===== config.mk =====
export PLATFORM = sky130hd
export DESIGN_NAME = pwmrs_core
export DESIGN_NICKNAME = d
export VERILOG_FILES = /design/src/rtl/pwmrs_pkg.sv /design/src/rtl/pwmrs_tick.sv /design/src/rtl/pwmrs_core.sv
export SDC_FILE = /design/constraint.sdc
export NUM_CORES = 1
export LEC_CHECK = 0
export ABC_AREA = 1
export CORE_UTILIZATION = 60
export DETAILED_ROUTE_END_ITERATION = 10
export DONT_BUFFER_PORTS = 1
export GPL_TIMING_DRIVEN = 1
export PLACE_DENSITY = 0.76
export SYNTH_ARGS = -nofsm -noshare
export SYNTH_HDL_FRONTEND = slang
export SYNTH_SLANG_ARGS = --single-unit

===== constraint.sdc =====
create_clock -name ref_clk_i -period 4.7 [get_ports ref_clk_i]
set_input_delay 0.94 -clock ref_clk_i [delete_from_list [all_inputs] [get_ports ref_clk_i]]
set_output_delay 0.94 -clock ref_clk_i [all_outputs]
set_load 0.05 [all_outputs]

===== src/rtl/pwmrs_pkg.sv =====
// Package for the pulse-width modulator timing core: widths, reset values,
// prescale encodings and timing counts.
// Assumes a single 40 MHz system clock; no software-visible register map.
package pwmrs_pkg;

    localparam int unsigned PERIOD_W      = 8;
    localparam int unsigned DUTY_W        = 10;
    localparam int unsigned RES_W         = 4;
    localparam int unsigned PRESC_W       = 2;
    localparam int unsigned QDIV_W        = 2;
    localparam int unsigned PCNT_W        = 6;

    // Reset values of the modulator registers
    localparam logic [7:0] PERIOD_RST     = 8'hFF;
    localparam logic [9:0] DUTY_RST       = 10'h000;
    localparam logic [7:0] COUNT_RST      = 8'h00;
    localparam logic [1:0] PRESC_RST      = 2'h0;

    // Timer ticks once per four system clocks times the prescale
    localparam logic [1:0] QDIV_LAST      = 2'h3;
    localparam logic [1:0] PRESC_1        = 2'h0;
    localparam logic [1:0] PRESC_4        = 2'h1;
    localparam logic [1:0] PRESC_16       = 2'h2;
    localparam logic [1:0] PRESC_64       = 2'h3;
    localparam logic [5:0] PLAST_1        = 6'h00;
    localparam logic [5:0] PLAST_4        = 6'h03;
    localparam logic [5:0] PLAST_16       = 6'h0F;
    localparam logic [5:0] PLAST_64       = 6'h3F;

    // Resolution figures
    localparam logic [3:0] RES_MAX        = 4'hA;
    localparam logic [3:0] RES_LOG4       = 4'h2;
    localparam int unsigned STEPS_10BIT   = 1024;
    localparam int unsigned STEPS_8BIT    = 256;

    // System clock figures
    localparam int unsigned CLK_HZ        = 40000000;

endpackage


===== src/rtl/pwmrs_tick.sv =====
// Tick divider for the period timer: one pulse per 4 x prescale clocks.
// Assumes prescale changes only while stopped; a change mid-count takes
// effect at once, since the prescale counter is compared with the new last count.
module pwmrs_tick
(
    input  wire logic                          ref_clk_i,
    input  wire logic                          rst_n_i,
    input  wire logic                          run_i,
    input  wire logic [pwmrs_pkg::PRESC_W-1:0] presc_sel_i,
    output logic                               tick_o
);
    import pwmrs_pkg::*;

    logic [QDIV_W-1:0] qdiv_r;
    logic [PCNT_W-1:0] pcnt_r;
    logic [PCNT_W-1:0] plast;

    // Map prescale select onto the last count of the prescaler
    always_comb
    begin
        case (presc_sel_i)
            PRESC_1:  plast = PLAST_1;
            PRESC_4:  plast = PLAST_4;
            PRESC_16: plast = PLAST_16;
            PRESC_64: plast = PLAST_64;
            default:  plast = PLAST_1;
        endcase
    end

    // Divide by four; counters freeze when not running so a wake resumes
    always_ff @(posedge ref_clk_i or negedge rst_n_i)
    begin
        if (!rst_n_i)
            qdiv_r <= '0;
        else if (run_i)
            qdiv_r <= qdiv_r + 2'h1; // Wraps at four on purpose
    end

    // Prescaler counts quarter-rate edges
    always_ff @(posedge ref_clk_i or negedge rst_n_i)
    begin
        if (!rst_n_i)
            pcnt_r <= '0;
        else if (run_i && qdiv_r == QDIV_LAST)
        begin
            if (pcnt_r >= plast)
                pcnt_r <= '0;
            else
                pcnt_r <= pcnt_r + 6'h01;
        end
    end

    assign tick_o = run_i && (qdiv_r == QDIV_LAST) && (pcnt_r >= plast);

endmodule


===== src/rtl/pwmrs_core.sv =====
// Timing core of a pulse-width modulator: 8-bit period timer, 10-bit duty
// compare, sleep hold and reset behaviour.
// Assumes all inputs synchronous to ref_clk_i; settings are plain ports.
module pwmrs_core
(
    input  wire logic                           ref_clk_i,
    input  wire logic                           rst_n_i,
    input  wire logic                           enable_i,
    input  wire logic                           sleep_i,
    input  wire logic                           load_i,
    input  wire logic [pwmrs_pkg::PERIOD_W-1:0] period_limit_i,
    input  wire logic [pwmrs_pkg::DUTY_W-1:0]   duty_i,
    input  wire logic [pwmrs_pkg::PRESC_W-1:0]  presc_sel_i,
    output logic                                modulated_output_pin_o,
    output logic                                modulated_output_pin_oe_o,
    output logic [pwmrs_pkg::PERIOD_W-1:0]      period_timer_count_o,
    output logic [pwmrs_pkg::RES_W-1:0]         resolution_bits_o,
    output logic                                period_wrap_o
);
    import pwmrs_pkg::*;

    typedef enum logic [2:0]
    {
        PWMRS_IDLE  = 3'b001,
        PWMRS_RUN   = 3'b010,
        PWMRS_SLEEP = 3'b100
    } pwmrs_state_t;

    pwmrs_state_t          state_r;
    pwmrs_state_t          state_nxt;
    logic [PERIOD_W-1:0]   period_limit_register_r;
    logic [DUTY_W-1:0]     duty_r;
    logic [PRESC_W-1:0]    presc_r;
    logic [PERIOD_W-1:0]   period_timer_count_r;
    logic [QDIV_W-1:0]     phase_r;
    logic                  out_r;
    logic                  oe_r;
    logic                  wrap_r;
    logic                  tick;
    logic                  run;
    logic                  qtick;
    logic [DUTY_W-1:0]     fine_pos;
    logic [DUTY_W:0]       span;

    // Resolution in bits: log2(4 * (limit + 1)) rounded down
    function automatic logic [RES_W-1:0] res_bits(input logic [7:0] lim);
        logic [RES_W-1:0] r;
        r = 4'h0;
        for (int i = 0; i < PERIOD_W; i++)
            if (lim[i])
                r = 4'(i + 1);
        // All-ones limit is an exact power of two; others round down
        if (lim != 8'h00 && (lim & (lim + 8'h01)) != 8'h00)
            r = r - 4'h1;
        return r + RES_LOG4;
    endfunction

    // Sleep freezes everything, so the divider only runs while active
    assign run = (state_r == PWMRS_RUN);

    pwmrs_tick u_tick
    (
        .ref_clk_i   (ref_clk_i),
        .rst_n_i     (rst_n_i),
        .run_i       (run),
        .presc_sel_i (presc_r),
        .tick_o      (tick)
    );

    // Mode sequencing; sleep takes priority over a disable
    always_comb
    begin
        case (state_r)
            PWMRS_IDLE:
                state_nxt = (enable_i && !sleep_i) ? PWMRS_RUN : PWMRS_IDLE;
            PWMRS_RUN:
                state_nxt = sleep_i ? PWMRS_SLEEP :
                            (enable_i ? PWMRS_RUN : PWMRS_IDLE);
            PWMRS_SLEEP:
                state_nxt = sleep_i ? PWMRS_SLEEP :
                            (enable_i ? PWMRS_RUN : PWMRS_IDLE);
            default:
                state_nxt = PWMRS_IDLE;
        endcase
    end

    always_ff @(posedge ref_clk_i or negedge rst_n_i)
    begin
        if (!rst_n_i)
            state_r <= PWMRS_IDLE;
        else
            state_r <= state_nxt;
    end

    // Settings load only outside sleep; no state changes while asleep
    always_ff @(posedge ref_clk_i or negedge rst_n_i)
    begin
        if (!rst_n_i)
        begin
            period_limit_register_r <= PERIOD_RST;
            duty_r                  <= DUTY_RST;
            presc_r                 <= PRESC_RST;
        end
        else if (load_i && !sleep_i && state_r != PWMRS_SLEEP)
        begin
            period_limit_register_r <= period_limit_i;
            duty_r                  <= duty_i;
            presc_r                 <= presc_sel_i;
        end
    end

    // Sub-step phase within one timer count, advanced once per system clock
    // and held at 3 until the next tick; this gives the two extra duty bits below the timer count.
    assign qtick = run && (tick || phase_r != QDIV_LAST);

    always_ff @(posedge ref_clk_i or negedge rst_n_i)
    begin
        if (!rst_n_i)
            phase_r <= '0;
        else if (run && tick)
            phase_r <= '0;
        else if (qtick)
            phase_r <= phase_r + 2'h1;
    end

    // Period timer: tick-driven, wraps after matching the limit
    always_ff @(posedge ref_clk_i or negedge rst_n_i)
    begin
        if (!rst_n_i)
            period_timer_count_r <= COUNT_RST;
        else if (tick)
        begin
            if (period_timer_count_r == period_limit_register_r)
                period_timer_count_r <= '0;
            else
                period_timer_count_r <= period_timer_count_r + 8'h01;
        end
        // Otherwise held, which covers sleep and resume
    end

    // Wrap pulse marks the start of a new period
    always_ff @(posedge ref_clk_i or negedge rst_n_i)
    begin
        if (!rst_n_i)
            wrap_r <= 1'b0;
        else
            wrap_r <= tick &&
                      (period_timer_count_r == period_limit_register_r);
    end

    // Fine position in the 10-bit duty space: count * 4 + phase
    assign fine_pos = {period_timer_count_r, phase_r};
    assign span     = {1'b0, period_limit_register_r, 2'h3} + 11'h001;

    // Output: high while fine position below duty; an over-long duty
    // leaves the pin untouched rather than toggling it each period.
    always_ff @(posedge ref_clk_i or negedge rst_n_i)
    begin
        if (!rst_n_i)
            out_r <= 1'b0;
        else if (run && ({1'b0, duty_r} <= span))
            out_r <= (fine_pos < duty_r);
        // Sleep or over-long duty: level kept
    end

    // Pin direction: input after reset, driven once running, kept in sleep
    always_ff @(posedge ref_clk_i or negedge rst_n_i)
    begin
        if (!rst_n_i)
            oe_r <= 1'b0;
        else if (state_r == PWMRS_RUN)
            oe_r <= 1'b1;
        else if (state_r == PWMRS_IDLE)
            oe_r <= 1'b0;
        // Sleep: direction held
    end

    // Resolution report, registered so it settles with the limit
    always_ff @(posedge ref_clk_i or negedge rst_n_i)
    begin
        if (!rst_n_i)
            resolution_bits_o <= RES_MAX;
        else
            resolution_bits_o <= res_bits(period_limit_register_r);
    end

    assign modulated_output_pin_o    = out_r;
    assign modulated_output_pin_oe_o = oe_r;
    assign period_timer_count_o      = period_timer_count_r;
    assign period_wrap_o             = wrap_r;

    // Timer must not move while asleep
    sleep_hold_a: assert property
        (@(posedge ref_clk_i) disable iff (!rst_n_i)
        state_r == PWMRS_SLEEP && $past(state_r == PWMRS_SLEEP)
        |-> $stable(period_timer_count_r))
        else $error("timer moved in sleep");

    // Pin level and direction held through sleep
    sleep_pin_a: assert property
        (@(posedge ref_clk_i) disable iff (!rst_n_i)
        $past(state_r == PWMRS_SLEEP) && state_r == PWMRS_SLEEP
        |-> $stable(out_r) && $stable(oe_r))
        else $error("pin changed in sleep");

    // Wake keeps the count that sleep froze
    wake_resume_a: assert property
        (@(posedge ref_clk_i) disable iff (!rst_n_i)
        $past(state_r) == PWMRS_SLEEP && state_r == PWMRS_RUN
        |-> period_timer_count_r == $past(period_timer_count_r))
        else $error("timer lost on wake");

    // Match on the limit wraps the timer and flags a new period
    wrap_zero_a: assert property
        (@(posedge ref_clk_i) disable iff (!rst_n_i)
        tick && period_timer_count_r == period_limit_register_r
        |=> period_timer_count_r == 8'h00 && wrap_r)
        else $error("timer did not wrap");

    // Ticks never closer than four system clocks
    tick_rate_a: assert property
        (@(posedge ref_clk_i) disable iff (!rst_n_i)
        tick |=> !tick [*3])
        else $error("timer ticks too fast");

    // Over-long duty freezes the pin
    long_duty_a: assert property
        (@(posedge ref_clk_i) disable iff (!rst_n_i)
        {1'b0, duty_r} > span |=> $stable(out_r))
        else $error("pin toggled with long duty");

    // Resolution report follows the stored limit one cycle later
    max_res_a: assert property
        (@(posedge ref_clk_i) disable iff (!rst_n_i)
        $past(period_limit_register_r) == 8'hFF
        |-> resolution_bits_o == RES_MAX)
        else $error("max resolution wrong");

    res_eight_a: assert property
        (@(posedge ref_clk_i) disable iff (!rst_n_i)
        $past(period_limit_register_r) == 8'h3F
        |-> resolution_bits_o == 4'h8)
        else $error("resolution formula wrong");

    // Pin released when reset lets go
    reset_dir_a: assert property
        (@(posedge ref_clk_i)
        $rose(rst_n_i) |-> !oe_r)
        else $error("pin driven after reset");

    wrap_c:  cover property (@(posedge ref_clk_i) disable iff (!rst_n_i)
        wrap_r);
    sleep_c: cover property (@(posedge ref_clk_i) disable iff (!rst_n_i)
        state_r == PWMRS_SLEEP ##1 state_r == PWMRS_RUN);
    long_c:  cover property (@(posedge ref_clk_i) disable iff (!rst_n_i)
        run && ({1'b0, duty_r} > span));
    high_c:  cover property (@(posedge ref_clk_i) disable iff (!rst_n_i)
        $rose(out_r));

endmodule


======== Yosys cells after proc, flatten, opt, wreduce, memory -nomap -nowiden ========
Cells that the tools add are included.
storage, ports and cells
  register bits ........................... 48
  output and inout bits ................... 15
  word-level logic and storage cells ...... 72
operators by class
  $add $sub $neg .......................... 8
  magnitude comparators ................... 3
  equality and inequality tests ........... 10
  multiplexer cells ....................... 20
  bitwise gates (word level) .............. 1
  reduce and logical (&&, ||, !) cells .... 18
operators with widths
  cell                   count
  $mux 4                 8
  $pmux 6 s4             1
  $add 8x1->8 const B    2
  $reduce_bool 8->1      2
  $add 10x1->11 const B  1
  $le 10x11->1           1
  $logic_and 1x1->1      10
  $lt 10x10->1           1
  $and 8x8->8            1
  $eq 8x8->1             1
  $mux 2                 4
  $mux 8                 1
  $add 6x1->6 const B    1
  $eq 2x2->1 const B     3
  $ge 6x6->1             1
  $mux 6                 1
  $pmux 3 s2             1
  $add 2x1->2 const B    2
  $add 4x2->4 const B    1
  $reduce_bool 2->1      2
  $sub 4x1->4 const B    1
  $eq 3x1->1 const B     1
  $eq 3x2->1 const B     1
  $eq 3x3->1 const B     1
  9 further kinds        11

======== Longest topological paths before layout ========
  word-level depth ........................ 11
  mapped depth ............................ 15

======== Modules after synthesis ========
A second synthesis with hierarchy kept.
unflattened totals
  cell total of the unflattened synthesis .. 396
  area, all modules ....................... 3,146.8 um^2
modules (own cells, without submodules)
  module      instances  cells each  area an instance (um^2)  seq. area each (um^2)
  pwmrs_core  1          320         2,542.4                  1,014.7
  pwmrs_tick  1          76          604.3                    200.2

======== Worst setup path before layout ========
No wires, ideal clock.
  path type ............................... reg-to-reg
  from .................................... register period_limit_register_r[1]
  to ...................................... register out_r (netlist: modulated_output_pin_o)
  library setup time ...................... 0.119 ns
  data arrival time ....................... 2.173 ns
  slack ................................... 2.408 ns
  stages on the path, launching flop included .. 13
  buffers on the path ..................... 0
  period minus slack after synthesis ...... 2.292 ns
  cells stage by stage .................... dfstp_2 ha_1 nand3_1 or2_2 ha_1 ha_1 and3_1 nand3_1 nor2b_1 nand2_1 nand2_1 nand2_1 nand2_1
on the way
  cells in the longest elaborated chain, start to end .. 3
RTL lines
  what                    RTL line           source
  start, declared         pwmrs_core.sv:31   logic [PERIOD_W-1:0] period_limit_register_r;
  start signal, assigned  pwmrs_core.sv:106  period_limit_register_r <= period_limit_i;
  $add 10x1->11           pwmrs_core.sv:153  assign span = {1'b0, period_limit_register_r, 2'h3} + 11'h001;
  $le 10x11->1            pwmrs_core.sv:161  else if (run && ({1'b0, duty_r} <= span))
  $logic_and 1x1->1       pwmrs_core.sv:161
  end signal, assigned    pwmrs_core.sv:162  out_r <= (fine_pos < duty_r);
  end, declared           pwmrs_core.sv:36   logic out_r;
Every way passes these cells.
A chain may end at the register's enable or synchronous reset.

======== Worst setup path after layout ========
Same ends and word-level chain as after synthesis.

==> metrics <==
outcome finished clean; Sink Count 48; data arrival time at the worst-slack endpoint 2700 ps; setup total negative slack 0 ps; number of violations reported at the end of detailed-routing iteration 0 142; count of fill cells added during filler insertion 404; Cell Chain, Critical Path ha_1 > nand3_1 > or2_2 > ha_1 > ha_1 > and3_1 > nand3_1 > nor2b_1 > nand2_1 > nand2_1 > nand2_1 > nand2_1; number of endpoints failing setup at the final stage 0; Slew headroom 0.498; clock-pin slew on the worst setup and hold paths 100 ps; total of flip-flops plus latches after synthesis 48; buffer cell driving the clock tree root sky130_fd_sc_hd__clkbuf_8; gate count after technology mapping 379; overall die width 74.1 um; Vias/cell 5.32; required time at the endpoint of the critical path 4920 ps; Combinational Power Share 0.217; final net count 445; CTS hold repair buffers 0; length in cells of the worst reg-to-reg path 12; Synth Net Count 443; number of distinct library cell variants in the gate-level netlist after synthesis 35; footprint of the multi-input gates 0.00167 mm^2; met3 layer wire length in the routed design 334 um; yosys warns 0; number of diodes added for antenna fixing 0; highest metal layer with signal wires met4; Post-CTS Repair Setup Buffers 0; static leakage 1.77 nW; number of enable flip-flop cells after synthesis 0; leading cell types by total area after synthesis sky130_fd_sc_hd__dfrtp_1 30%, sky130_fd_sc_hd__ha_1 16%, sky130_fd_sc_hd__nand2_1 9.6%; vias post-DR 2389; delay of the slowest cell on the worst path 590 ps; Post-DRT Antenna Nets 0; placeable core area 0.00485 mm^2; upper clock frequency limit 0.402 GHz; sequential share of power 0.515; share of flip-flops with an asynchronous set or reset after synthesis 1.00; internal power 0.755 mW; launching element type of the critical path flop; total routing resource utilization after global routing 0.254; Pre-antenna DRT Iters 6; class of the tightest hold or removal check in -> async; slew at the pin closest to its max-slew limit 752 ps; Placement Cell Area 0.00317 mm^2; Worst setup EP type flop; via count of the first global-routing pass 2284; first-pass GRT wire length 10500 um; netlist area before placement 0.00312 mm^2; Layout area overhead 5.25%; Post-Route M1 WL 2780 um; detailed placer's ending HPWL 4550 um; maximum ir drop on the vdd rail 282 uV; sequential-to-total area share from yosys stat 0.389; source of the worst register-to-register timing path period_limit_register_r[1]$_DFFE_PN1P_; count of standard-cell rows 25; switching part of the total 0.350; global route total overflow 0; post-placement worst setup slack 2240 ps; clock share of power 0.268; ports placed on the boundary 40; number of slew-limit violations in the final report 0; share of post-route cells with drive strength above 1 0.0969; most used flip-flop cell after synthesis sky130_fd_sc_hd__dfrtp_1; Final Instance Area 0.00328 mm^2; commonest non-fill, non-tap cell in the layout sky130_fd_sc_hd__nand2_1; DR WL/cell 13.6 um; crit path max-delay cell type sky130_fd_sc_hd__dfstp_2; switching power total 0.407 mW; final critical-path setup slack 2210 ps; antenna violations before repair 0; Critical Path Fanout Max 6; number of port buffers 0; power density normalized to cell area 354 mW/mm^2; worst clock skew 10.9 ps; Skew-Pair Late Insertion Delay 320 ps; final worst path period share 0.530; final number of hold-violating endpoints 0; number of clock buffers inserted by TritonCTS 5; vertical die dimension 74.1 um; post-CTS resize count 0; routed wire length 6100 um; most used cell, CP sky130_fd_sc_hd__nand2_1; final RePlAce weighted congestion 0.826; mean post-synth cell area 8.23 um^2; combined flip-flop and latch cell area 0.00121 mm^2; TritonCTS clock tree yes; largest area contributor in the synthesized netlist sky130_fd_sc_hd__dfrtp_1; maximum number of pins on one net before global-route repair 49; Clock Path Buffers 2; Yosys top cell area share 0.297; most frequent cells in the layout 80 x sky130_fd_sc_hd__nand2_1, 52 x sky130_fd_sc_hd__inv_1, 41 x sky130_fd_sc_hd__nor2_1; DRC 0; final critical delay including setup and external delays 2490 ps; CTS H-Tree Depth 2; length of routed met2 wiring 2900 um; type of the worst setup path reg -> reg; die area 0.00549 mm^2; setup repair after global routing missed its margin false; initial core utilization 0.644; reg-to-reg setup timing slack 2210 ps; max cap viols 0; capture instance of the worst register-to-register path modulated_output_pin_o$_DFFE_PN0P_
## layer usage
| layer | GRT usage | vias to the layer above |
|---|---|---|
| met4 | 0.0620 | 0 |
| met1 | 0.328 | 1099 |
| li1 | - | 1229 |
| met3 | 0.0772 | 12 |
| met2 | 0.419 | 49 |
| met5 | 0 | - |
## flip-flops by register name, indices dropped and copies added, names as in the netlist
register / cells
u_tick.pcnt_r: 6
period_wrap_o: 1
u_tick.qdiv_r: 2
resolution_bits_o: 4
period_timer_count_o: 8
phase_r: 2
modulated_output_pin_oe_o: 1
modulated_output_pin_o: 1
duty_r: 10
period_limit_register_r: 8
presc_r: 2
state_r: 3
## critical path: cells and delay by family (launching register included)
family	cells	cell delay, ps
fa+ha+maj	3	750
simple gates	9	1050
flops	1	590
## cells by family after synthesis
group | Yosys count | share of synthesized area
compound gates | 44 | 0.0734
xor+xnor | 12 | 0.0337
fa+ha+maj | 39 | 0.156
buf+inv | 59 | 0.0766
flops | 48 | 0.389
mux | 3 | 0.0108
simple gates | 174 | 0.260
## how the worst max path moves through the flow
stage	startpoint	end	slack (ps)	depth (start not counted)
floorplan	period_limit_register_r[1]$_DFFE_PN1P_	modulated_output_pin_o$_DFFE_PN0P_	2410	12
CTS	period_limit_register_r[1]$_DFFE_PN1P_	modulated_output_pin_o$_DFFE_PN0P_	2220	12
global route	period_limit_register_r[1]$_DFFE_PN1P_	resolution_bits_o[3]$_DFF_PN1_	1980	13
global placement	period_limit_register_r[2]$_DFFE_PN1P_	modulated_output_pin_o$_DFFE_PN0P_	2300	12
finish	period_limit_register_r[1]$_DFFE_PN1P_	modulated_output_pin_o$_DFFE_PN0P_	2210	12
detailed placement	period_limit_register_r[1]$_DFFE_PN1P_	modulated_output_pin_o$_DFFE_PN0P_	2240	12
## power by group through the flow
stage	combinational, mW	clock, mW	sequential (mW)
5_1_grt	0.304	0.335	0.608
2_1_floorplan	0.206	0	0.590
3_3_place_gp	0.242	0	0.603
4_1_cts	0.254	0.319	0.598
6_report	0.252	0.312	0.598
3_5_place_dp	0.252	0	0.606
## cell usage after synthesis, drive strengths merged, types with 5 or more instances
master  instances
ha             39
a21oi          33
dfrtp          37
nand4           7
nor3            9
inv            54
buf             5
dfstp          11
nand2          81
nand3          20
nor2           43
o21ai           7
xor2            9
## stage by stage
step                hold WS, ps  utilization  power (mW)  instances
floorplan                   453            -       0.796        379
global placement            466        0.653       0.844        441
detailed placement          487        0.653       0.858        441
CTS                         294        0.677        1.17        449
global route                282        0.677        1.25        449
finish                      301        0.677        1.16        449
## area by class of cell
type | instances | share of cell area
Multi-Input combinational cell | 272 | 0.507
Clock buffer | 5 | 0.0210
Tap cell | 67 | 0.0255
Inverter | 54 | 0.0617
Clock inverter | 3 | 0.0145
Sequential cell | 48 | 0.370
No activity file was read; power rests on OpenSTA's default activity.
